$ cat config.mk
export PLATFORM = sky130hd
export DESIGN_NAME = shadowed_config_register_bank
export DESIGN_NICKNAME = d
export VERILOG_FILES = /design/src/regbank_pkg.sv /design/src/shadowed_config_register_bank.sv
export VERILOG_INCLUDE_DIRS = /design/src
export SDC_FILE = /design/constraint.sdc
export NUM_CORES = 1
export LEC_CHECK = 0
export ABC_AREA = 0
export BUFFER_PORTS_ARGS = -buffer_cell sky130_fd_sc_hd__buf_2
export CAP_MARGIN = 25
export CORE_ASPECT_RATIO = 1.5
export CORE_MARGIN = 2
export CORE_UTILIZATION = 48
export DETAILED_ROUTE_END_ITERATION = 10
export MAX_ROUTING_LAYER = met4
export PLACE_DENSITY_LB_ADDON = 0.08
export SYNTH_ARGS = -nofsm -noshare
export SYNTH_HDL_FRONTEND = slang
export SYNTH_SLANG_ARGS = --single-unit
$ cat constraint.sdc
create_clock -name ref_clk -period 2.2 [get_ports ref_clk]
set_clock_uncertainty 0.2 [all_clocks]
set_input_delay 0.44 -clock ref_clk [delete_from_list [all_inputs] [get_ports ref_clk]]
set_output_delay 0.44 -clock ref_clk [all_outputs]
set_load 0.1 [all_outputs]
$ cat src/regbank_cfg.svh
`ifndef REGBANK_CFG_SVH
`define REGBANK_CFG_SVH
// address space bounds
`define ADDR_FIRST 16'h0000
`define ADDR_LAST 16'h1788
// commit strobe register and its trigger value
`define ADDR_COMMIT 16'h000f
`define COMMIT_VALUE 8'h01
// number of modelled storage slots and index width
`define SLOT_COUNT 16
`define SLOT_BITS 4
// zero byte returned on denied access
`define ZERO_BYTE 8'h00
`define OPT_NONE 16'h0000
`endif

$ cat src/regbank_pkg.sv
package regbank_pkg;
  // per-slot option flags
  typedef struct packed {
    logic readOnly;
    logic live;
    logic autoClear;
    logic excluded;
    logic lockDrop;
    logic refFault;
    logic loopUnlock;
    logic watchdogRestart;
    logic sysclkRestart;
    logic funcReassign;
    logic demapRefFault;
  } reg_opt_t;
  // bus owner
  typedef enum logic [1:0] {
    OWN_HOST = 2'b00,
    OWN_EEPROM = 2'b01
  } owner_t;
endpackage

$ cat src/shadowed_config_register_bank.sv
`timescale 1ns/100ps
`include "regbank_cfg.svh"
// How it works
// - addresses 0x0000 to 0x1788 are decoded, one byte each.
// - multi-byte parameters put their lsb at bit 0 of lowest address.
// - host writes go to buffered copy; writing 1 to commit copies all.
// - live registers take effect when their data byte completes.
// - ref-fault class write on selected ref gives one-cycle holdover at commit.
// - loop-unlock class write marks the loop unlocked until the next commit.
// - watchdog class write resets watchdog; counting resumes at commit.
// - stability class write resets timer; resumes at commit, only after lock.
// - reassign class write stops assigned function; new one starts at commit.
// - demap class acts like ref-fault class only in demapping mode.
// - autoclear bits act after commit and clear when action completes.
// - several classes on a register: every one of them applies.
// - denied or absent registers read zero and ignore writes.
// - host and eeprom never share regular registers; eeprom owns when active.
// - read-only registers always readable by host, never by eeprom.
// - excluded registers never move between bank and eeprom.
// - live read-only registers update continuously.
module shadowed_config_register_bank
  import regbank_pkg::*;
(
  input wire logic ref_clk,
  input wire logic sys_rst,
  // host serial port byte access
  input wire logic hostWrite,
  input wire logic hostRead,
  input wire logic [15:0] hostAddr,
  input wire logic [7:0] hostWdata,
  // eeprom controller byte access
  input wire logic eepromActive,
  input wire logic eepromWrite,
  input wire logic eepromRead,
  input wire logic [15:0] eepromAddr,
  input wire logic [7:0] eepromWdata,
  // device status inputs
  input wire logic [7:0] statusIn,
  input wire logic actionDone,
  input wire logic sysclkLocked,
  input wire logic demapMode,
  input wire logic funcAssigned,
  input wire logic [1:0] selectedRef,
  // outputs: registered read data
  output logic [7:0] hostRdata,
  output logic [7:0] eepromRdata,
  // active image, byte i is slot i
  output logic [8*`SLOT_COUNT-1:0] activeBytes,
  // side-effect levels and pulses
  output logic lockDetectEnable,
  output logic loopUnlocked,
  output logic refFaultHold,
  output logic watchdogRun,
  output logic stabilityRun,
  output logic funcRun,
  output logic commitPulse
);

  // ==========================================================
  // slot map: addresses 0x0000..0x000f are modelled slots
  // ==========================================================
  // option table: fixed per slot
  function automatic reg_opt_t slotOpt(input logic [`SLOT_BITS-1:0] idx);
    reg_opt_t o;
    o = reg_opt_t'(11'h000);
    case (idx)
      // interface configuration: live, kept out of eeprom
      4'h0, 4'h1: begin
        o.live = 1'b1;
        o.excluded = 1'b1;
      end
      // reserved byte kept out of eeprom
      4'h2: o.excluded = 1'b1;
      // identity and status bytes: read only, always current
      4'h3, 4'h4, 4'h5, 4'h6, 4'hb, 4'hc, 4'hd: begin
        o.readOnly = 1'b1;
        o.live = 1'b1;
      end
      // lock detector setting, restart on commit
      4'h7: o.lockDrop = 1'b1;
      // reference setting: holdover pulse and loop unlock
      4'h8: begin
        o.refFault = 1'b1;
        o.loopUnlock = 1'b1;
      end
      // timer settings: watchdog and stability restart
      4'h9: begin
        o.watchdogRestart = 1'b1;
        o.sysclkRestart = 1'b1;
      end
      // function assignment, also a demap reference setting
      4'ha: begin
        o.funcReassign = 1'b1;
        o.demapRefFault = 1'b1;
      end
      // one-shot action byte
      4'he: o.autoClear = 1'b1;
      // commit strobe itself
      4'hf: begin
        o.live = 1'b1;
        o.autoClear = 1'b1;
        o.excluded = 1'b1;
      end
      default: o = reg_opt_t'(11'h000);
    endcase
    return o;
  endfunction

  // ==========================================================
  // access decode and arbitration
  // ==========================================================
  wire logic hostInRange;
  wire logic eeInRange;
  wire logic [`SLOT_BITS-1:0] hostIdx;
  wire logic [`SLOT_BITS-1:0] eeIdx;
  wire reg_opt_t hostOpt;
  wire reg_opt_t eeOpt;
  wire logic hostSlot;
  wire logic eeSlot;
  wire logic hostWrOk;
  wire logic hostRdOk;
  wire logic eeWrOk;
  wire logic eeRdOk;
  wire logic commitHit;
  wire logic [1:0] slotRef;

  // only 0x0000..0x000f hold storage; rest of space reads zero
  assign hostInRange = (hostAddr <= `ADDR_LAST);
  assign eeInRange = (eepromAddr <= `ADDR_LAST);
  // slot index is the low address nibble; upper bits must be zero
  assign hostIdx = hostAddr[`SLOT_BITS-1:0];
  assign eeIdx = eepromAddr[`SLOT_BITS-1:0];
  assign hostSlot = hostInRange && (hostAddr[15:`SLOT_BITS] == 12'h000);
  assign eeSlot = eeInRange && (eepromAddr[15:`SLOT_BITS] == 12'h000);
  // fixed option flags of the addressed slot
  assign hostOpt = slotOpt(hostIdx);
  assign eeOpt = slotOpt(eeIdx);
  // read-only wins over regular access; eeprom owns regular regs when active
  assign hostWrOk = hostWrite && hostSlot && !hostOpt.readOnly
    && !eepromActive;
  assign hostRdOk = hostRead && hostSlot
    && (hostOpt.readOnly || !eepromActive);
  assign eeWrOk = eepromActive && eepromWrite && eeSlot && !eeOpt.readOnly
    && !eeOpt.excluded;
  assign eeRdOk = eepromActive && eepromRead && eeSlot && !eeOpt.readOnly
    && !eeOpt.excluded;
  // only the exact value one commits; any other byte just lands in slot f
  assign commitHit = hostWrOk && (hostAddr == `ADDR_COMMIT)
    && (hostWdata == `COMMIT_VALUE);

  // ==========================================================
  // buffered and active storage
  // ==========================================================
  // buffered copy takes writes; active copy is the one in use
  logic [8*`SLOT_COUNT-1:0] bufReg;
  logic [8*`SLOT_COUNT-1:0] actReg;
  wire logic [8*`SLOT_COUNT-1:0] bufNext;
  wire logic [8*`SLOT_COUNT-1:0] actNext;

  // low bits of the buffered slot 8 name the reference it belongs to
  assign slotRef = bufReg[8*8 +: 2];

  // one next-value path per slot; live and read-only slots skip the commit
  genvar gi;
  generate
    for (gi = 0; gi < `SLOT_COUNT; gi++) begin : g_slot
      localparam int GI = gi;
      localparam logic [`SLOT_BITS-1:0] IDX = GI[`SLOT_BITS-1:0];
      localparam reg_opt_t OPT = slotOpt(IDX);
      wire logic hostHit;
      wire logic eeHit;
      wire logic [7:0] wrByte;
      assign hostHit = hostWrOk && (hostIdx == IDX);
      assign eeHit = eeWrOk && (eeIdx == IDX);
      assign wrByte = eeHit ? eepromWdata : hostWdata;
      // read-only slots mirror status live; others hold written bytes
      assign bufNext[8*gi +: 8] = OPT.readOnly ? statusIn
        : (hostHit || eeHit) ? wrByte
        : (OPT.autoClear && actionDone) ? `ZERO_BYTE
        : bufReg[8*gi +: 8];
      // live slots follow at once; others copy together on commit
      assign actNext[8*gi +: 8] = (OPT.live || OPT.readOnly)
        ? bufNext[8*gi +: 8]
        : commitHit ? bufReg[8*gi +: 8]
        : (OPT.autoClear && actionDone) ? `ZERO_BYTE
        : actReg[8*gi +: 8];
    end
  endgenerate

  // byte storage, all slots at once
  always_ff @(posedge ref_clk) begin
    if (sys_rst) begin
      bufReg <= '0;
      actReg <= '0;
    end else begin
      bufReg <= bufNext;
      actReg <= actNext;
    end
  end

  // ==========================================================
  // write-detect side effects
  // ==========================================================
  wire logic wrLockDrop;
  wire logic wrUnlock;
  wire logic wrRefFault;
  wire logic wrDemapFault;
  wire logic wrWatchdog;
  wire logic wrStability;
  wire logic wrReassign;
  wire logic refMatch;

  // only accepted host writes count; refused ones have no side effect
  // the written register must belong to the reference now in use
  assign refMatch = (slotRef == selectedRef);
  // lock detector classes
  assign wrLockDrop = hostWrOk && hostOpt.lockDrop;
  assign wrUnlock = hostWrOk && hostOpt.loopUnlock;
  // reference fault classes, the demap one gated by the loop mode
  assign wrRefFault = hostWrOk && hostOpt.refFault && refMatch;
  assign wrDemapFault = hostWrOk && hostOpt.demapRefFault && demapMode
    && refMatch;
  // timer and function classes
  assign wrWatchdog = hostWrOk && hostOpt.watchdogRestart;
  assign wrStability = hostWrOk && hostOpt.sysclkRestart;
  assign wrReassign = hostWrOk && hostOpt.funcReassign && funcAssigned;

  logic faultArmReg;
  logic stabPendReg;
  wire logic faultArmNext;
  wire logic stabPendNext;
  // a fault waits armed until the next commit; a new write re-arms it
  assign faultArmNext = (wrRefFault || wrDemapFault) ? 1'b1
    : commitHit ? 1'b0
    : faultArmReg;
  // a stability restart waits for a commit before the timer may run
  assign stabPendNext = wrStability ? 1'b1
    : (commitHit || (stabPendReg && stabilityRun)) ? 1'b0
    : stabPendReg;

  // side-effect state
  always_ff @(posedge ref_clk) begin
    if (sys_rst) begin
      faultArmReg <= 1'b0;
      stabPendReg <= 1'b0;
      lockDetectEnable <= 1'b1;
      loopUnlocked <= 1'b0;
      refFaultHold <= 1'b0;
      watchdogRun <= 1'b1;
      stabilityRun <= 1'b0;
      funcRun <= 1'b1;
      commitPulse <= 1'b0;
    end else begin
      faultArmReg <= faultArmNext;
      stabPendReg <= stabPendNext;
      // one-cycle marker after each commit
      commitPulse <= commitHit;
      // write wins over a same-cycle commit
      lockDetectEnable <= wrLockDrop ? 1'b0
        : commitHit ? 1'b1 : lockDetectEnable;
      loopUnlocked <= (wrLockDrop || wrUnlock) ? 1'b1
        : commitHit ? 1'b0 : loopUnlocked;
      // holdover lasts exactly one cycle after the commit edge
      refFaultHold <= commitHit && faultArmReg;
      // watchdog stops on write and resumes on commit
      watchdogRun <= wrWatchdog ? 1'b0
        : commitHit ? 1'b1 : watchdogRun;
      // stability timer waits for commit and for system clock lock
      stabilityRun <= wrStability ? 1'b0
        : ((commitHit || !stabPendReg) && sysclkLocked) ? 1'b1
        : !sysclkLocked ? 1'b0 : stabilityRun;
      // assigned function stops on write, new one starts on commit
      funcRun <= wrReassign ? 1'b0
        : commitHit ? 1'b1 : funcRun;
    end
  end

  // ==========================================================
  // read data and active outputs
  // ==========================================================
  wire logic [7:0] hostByte;
  wire logic [7:0] eeByte;
  // host sees the active copy; eeprom saves and loads the buffered copy
  // refused reads give a zero byte
  assign hostByte = hostRdOk ? actReg[8*hostIdx +: 8] : `ZERO_BYTE;
  assign eeByte = eeRdOk ? bufReg[8*eeIdx +: 8] : `ZERO_BYTE;

  // registered read data and active image
  always_ff @(posedge ref_clk) begin
    if (sys_rst) begin
      hostRdata <= `ZERO_BYTE;
      eepromRdata <= `ZERO_BYTE;
      activeBytes <= '0;
    end else begin
      hostRdata <= hostByte;
      eepromRdata <= eeByte;
      // image follows actNext so it equals actReg after every edge
      activeBytes <= actNext;
    end
  end

endmodule

# ---- Word-level counts from Yosys, hierarchy flattened
# Cells that the tools add are included.
dict set report totals {
  ff_bits 201
  in_bits 69
  wordCells 181
}
dict set report classes {
  order_cmp 2
  eq_ne 34
  shifts 2
  n_mux 31
  bitwise_logic 2
  reduce_logical 87
}
# cell n
set ops {}
lappend ops {{$shiftx 128x8->8} 2}
lappend ops {{$mux 8} 13}
lappend ops {{$eq 4x4->1 const B} 16}
lappend ops {{$logic_and 1x1->1} 49}
lappend ops {{$eq 4x3->1 const B} 8}
lappend ops {{$le 16x13->1 const B} 2}
lappend ops {{$logic_not 12->1} 2}
lappend ops {{$reduce_bool 2->1} 9}
lappend ops {{$eq 16x4->1 const B} 1}
lappend ops {{$eq 4x2->1 const B} 4}
lappend ops {{$mux 1} 15}
lappend ops {{$logic_or 1x1->1} 14}
lappend ops {{$reduce_or 7->1} 2}
lappend ops {{$eq 4x1->1 const B} 2}
lappend ops {{$eq 8x1->1 const B} 1}
lappend ops {{$logic_not 4->1} 2}
lappend ops {{$mux 2} 3}
lappend ops {{$reduce_or 2->1} 3}
lappend ops {{$logic_not 1->1} 5}
lappend ops {{$reduce_or 4->1} 1}
lappend ops {{$eq 2x2->1} 1}
lappend ops {{$ne 2x1->1 const B} 1}
lappend ops {{$not 1->1} 2}

# ---- Logic depth before layout (Yosys ltp)
dict set report depth {
  ltp_word 11
  mapped_depth 8
  depth_no_buf 5
}

# ---- Worst setup path after synthesis
# Ideal clock, no wire load.
dict set report synth_path {
  path_kind {in2reg}
  from {input hostAddr[7]}
  to {register bufReg[72]}
  setup_ns 0.140
  arrival_ns 1.838
  required_time_ns 1.860
  path_slack_ns 0.022
  path_stages 6
  path_cell_list {nor4_4 nand4_4 nor4_4 buf_6 mux2i_1 a211oi_2}
}
dict set report synth_via {
  elab_chain_len 7
  elab_cells_between_ends 8
  cone_classes {order compare: 1; reduce/logical: 7}
}
# item line_no
set synth_rtl {}
lappend synth_rtl {{from (decl)} shadowed_config_register_bank.sv:29} ;# input wire logic [15:0] hostAddr,
lappend synth_rtl {{$le 16x13->1 (no line) or $logic_not 12->1 (tied branches)} n/a}
lappend synth_rtl {{$logic_and 1x1->1 (*)} shadowed_config_register_bank.sv:133} ;# assign hostSlot = hostInRange && (hostAddr[15:`SLOT_BITS] == 12'h000);
lappend synth_rtl {{$logic_and 1x1->1 (*) (2 in a row)} shadowed_config_register_bank.sv:139} ;# assign hostWrOk = hostWrite && hostSlot && !hostOpt.readOnly
lappend synth_rtl {{$logic_and 1x1->1 (*)} shadowed_config_register_bank.sv:140} ;# && !eepromActive;
lappend synth_rtl {{$logic_and 1x1->1 (*)} shadowed_config_register_bank.sv:173} ;# assign hostHit = hostWrOk && (hostIdx == IDX);
lappend synth_rtl {{$logic_or 1x1->1 (*)} shadowed_config_register_bank.sv:178} ;# : (hostHit || eeHit) ? wrByte
lappend synth_rtl {{to (signal assigned)} shadowed_config_register_bank.sv:196} ;# bufReg <= bufNext;
lappend synth_rtl {{to (decl)} shadowed_config_register_bank.sv:155} ;# logic [8*`SLOT_COUNT-1:0] bufReg;
# Mark *: on every way between the ends. The rest lies on a longest branch, timed or not.
# A chain may end at the register's enable or synchronous reset.

==> impl_metrics.yaml <==
clock_tree:
  clk_latency_ns: 0.43
  cts.path.max_buffers: 2
  cts_tree: "done"
  htreeDepth: 4
  cts.sinks: 153
  clkTransAtPathRegs_ns: 0.06
  cts_hold_buf: 0
  numCtsBuffers: 17
  cts_setup_buffers: 0
  cts-root-buf: "clkbuf_16"
timing:
  layout_min_cycle_time_ns: 2.125
  slew_violations: 0
  hold_viol: 0
  worstMarginPinSlew_ns: 0.7928
  finalCritPeriodShare: 0.9660
  max_freq_ghz: 0.4705
  whs_ns: 0.02698
  setup_viol: 0
  slew-limit-headroom: 0.4715
  rsz0062_at_grt: "false"
  setup_tns_ns: 0
run:
  maxCapViolations: 0
pwr:
  power_density_nw_per_um2: 617.0
  swShare: 0.3029
  seqPwrFrac: 0.418
  p_int_mw: 4.673
  p_clk_frac: 0.404
  switchingPower_mw: 2.031
  comb_power_share: 0.178
  p_leak_nw: 4.333
  ir_drop_mv: 0.5458
worst_setup_path:
  r2r_setup_slack_ns: 0.33
  reg2reg_from: "bufReg[107]"
  crit_path_top_delay_cell: "dfxtp_1"
  path_cells: "buf_4, buf_4, buf_12"
  slowest_delay_ns: 0.36
  cp.arrival_ns: 1.49
  r2r_end: "hostRdata[3]"
  required_ns: 1.56
  reg2reg_depth: 4
  cp-start-kind: "flop"
  critPathMaxFanout: 8
  end_kind: "output port"
  path_class: "flop to output port"
  timing.critical_path.mode_cell: "buf_4"
synth:
  synth_mux_area_frac: 0.1791
  synth_area_um2: 8273
  netlist_instances: 899
  synthSimpleGateAreaFrac: 0.1962
  post_synth.cell_area_avg_um2: 9.202
  ys_types: 50
  async_flop_share: 0
  synth-seq-area-share: 0.3702
  synth-main-ff-cell: "dfxtp_1"
  synthXorXnorAreaFrac: 0.002117
  ys_warn_count: 0
  synth_compound_area_frac: 0.1408
  synth_edf_count: 0
  synthesis.nets: 968
  synth_top_family_by_area: "simple AND/OR/NAND/NOR gates"
  synth_seq_cells: 153
  yosys.area_share.adder: 0
global_route:
  gr-usage-all-layers: 0.3245
  antenna_found_initial: 0
  grt_pass1_vias: 7395
  overflow: 0
  grt_pass1_wl_um: 44060
  grt_max_degree: 66
routing:
  met2_length_um: 14740
  ant_nets: 0
  dr.pass1.iters: 8
  wl_met3_um: 2138
  post-route-drc-count: 0
  vias_per_cell: 5.839
  drt-total-wl_um: 29190
  met1Wirelength_um: 10780
  wl_per_cell_um: 22.47
  drtIter0Drc: 599
  top_layer: "met4"
  vias: 7585
floorplan:
  core.rowCount: 58
  io-pin-count: 220
  dieArea_um2: 18320
  die-height_um: 164.8
  die_w_um: 111.2
  start_util: 0.4914
  core_um2: 16840
final_layout:
  antenna_cells: 0
  final_cell_mix: "buf_2 (162), dfxtp_1 (149), nand2_1 (113)"
  layout_commonest_cell: "buf_2"
  fill_cells: 1460
  fin_nets: 1145
  drive_gt1_frac: 0.3747
  area_growth_pct: 31.34
placement:
  place_hpwl_um: 22250
  port_buffers: 219
  place.gp.congestion: 0.9740
min_path:
  min_from: "statusIn[4]"
  hold_path_end: "bufReg[108]"
  hold_class: "input pin to flop"
  worstHoldPathCells: 2
outcome:
  status: "completed"
-- power by group through the flow --
stage,combinational [mW],sequential [mW],clock (mW)
after floorplan,0.751,2.87,0
after global placement,1.18,2.86,0
after detailed placement,1.18,2.86,0
after CTS,1.18,2.80,2.74
after global routing,1.23,2.80,2.84
final,1.19,2.80,2.71
-- metrics by stage --
stage,cell area [um^2],instances,setup slack [ns],utilization,power (mW)
after global placement,10300,1267,-0.1442,0.6120,4.048
after CTS,10850,1299,-0.09411,0.6442,6.722
after global routing,10870,1299,0.05282,0.6454,6.877
final,10870,1299,0.07480,0.6454,6.704
after floorplan,8273,899,0.02168,-,3.618
after detailed placement,10300,1267,-0.1575,0.6120,4.044
-- flip-flops by register name (all words and copies together) (netlist names), 8 cells and up --
register     cells
bufReg          80
eepromRdata      8
actReg          48
hostRdata        8
-- critical path, delay by kind of cell, from the launching register on --
family | cells | cell delay (ns)
buffers and inverters | 3 | 0.70
flip-flops | 1 | 0.36
-- metal layers --
metal | up-vias | GRT usage
li1 | 3494 | -
met1 | 3615 | 0.3577
met2 | 393 | 0.5518
met3 | 83 | 0.07229
met4 | 0 | 0.1695
met5 | - | -
-- worst max path at each step --
stage,startpoint,end,slack (ns),depth (start not counted)
2_1_floorplan,hostAddr[7],bufReg[72],0.02,6
3_3_place_gp,eepromAddr[11],eepromRdata[7],-0.14,6
3_5_place_dp,hostAddr[7],funcRun,-0.16,8
4_1_cts,bufReg[103],activeBytes[39],-0.09,1
5_1_grt,bufReg[105],activeBytes[33],0.05,3
6_report,bufReg[105],activeBytes[33],0.07,3
-- repair_timing --
| item | in CTS | in global routing |
|---|---|---|
| endpoints found under the setup margin | 28 | 7 |
| hold endpoints to repair | 0 | 0 |
| resized for setup | 3 | 8 |
-- synth_stat cells (all sizes together) (6+ instances only) --
master    n  area, um^2
nor2b    19       118.9
a22o      7       61.31
nand4    10       77.57
mux2i    67       670.6
a221o     8       80.08
mux4     32       720.7
nor2     86       332.8
and2      6       37.54
nand3b   17       127.6
a21oi    75       375.4
nand3     6       30.03
a22oi     7       52.55
buf     106       747.0
o21ai     7       35.03
clkbuf   41       153.9
inv       6       22.52
o22ai    12       75.07
nand2   113       424.2
mux2      8       90.09
nor3     25       125.1
a211oi   44       400.4
dfxtp   153        3063
nor4     11       171.4
-- kinds of logic (layout without fill, tap and decap cells) --
| logic type | Yosys count | in the layout |
|---|---|---|
| AOI/OAI and AO/OA | 169 | 169 |
| and+or+nand+nor | 315 | 315 |
| DFF | 153 | 153 |
| muxes | 107 | 107 |
| buffers and inverters | 153 | 343 |
| xor gates and xnor gates | 2 | 2 |
-- area by class of cell --
| type | count | area (um^2) | share of cell area |
|---|---|---|---|
| clock inverters | 11 | 88.84 | 0.008176 |
| inverters | 6 | 22.52 | 0.002073 |
| repair buffers | 305 | 2685 | 0.2471 |
| well taps | 210 | 262.8 | 0.02418 |
| clock buffers | 21 | 450.4 | 0.04146 |
| multi-input cells | 593 | 4288 | 0.3946 |
| flip-flops and latches | 153 | 3068 | 0.2824 |
(Power assumes the default switching activity.)
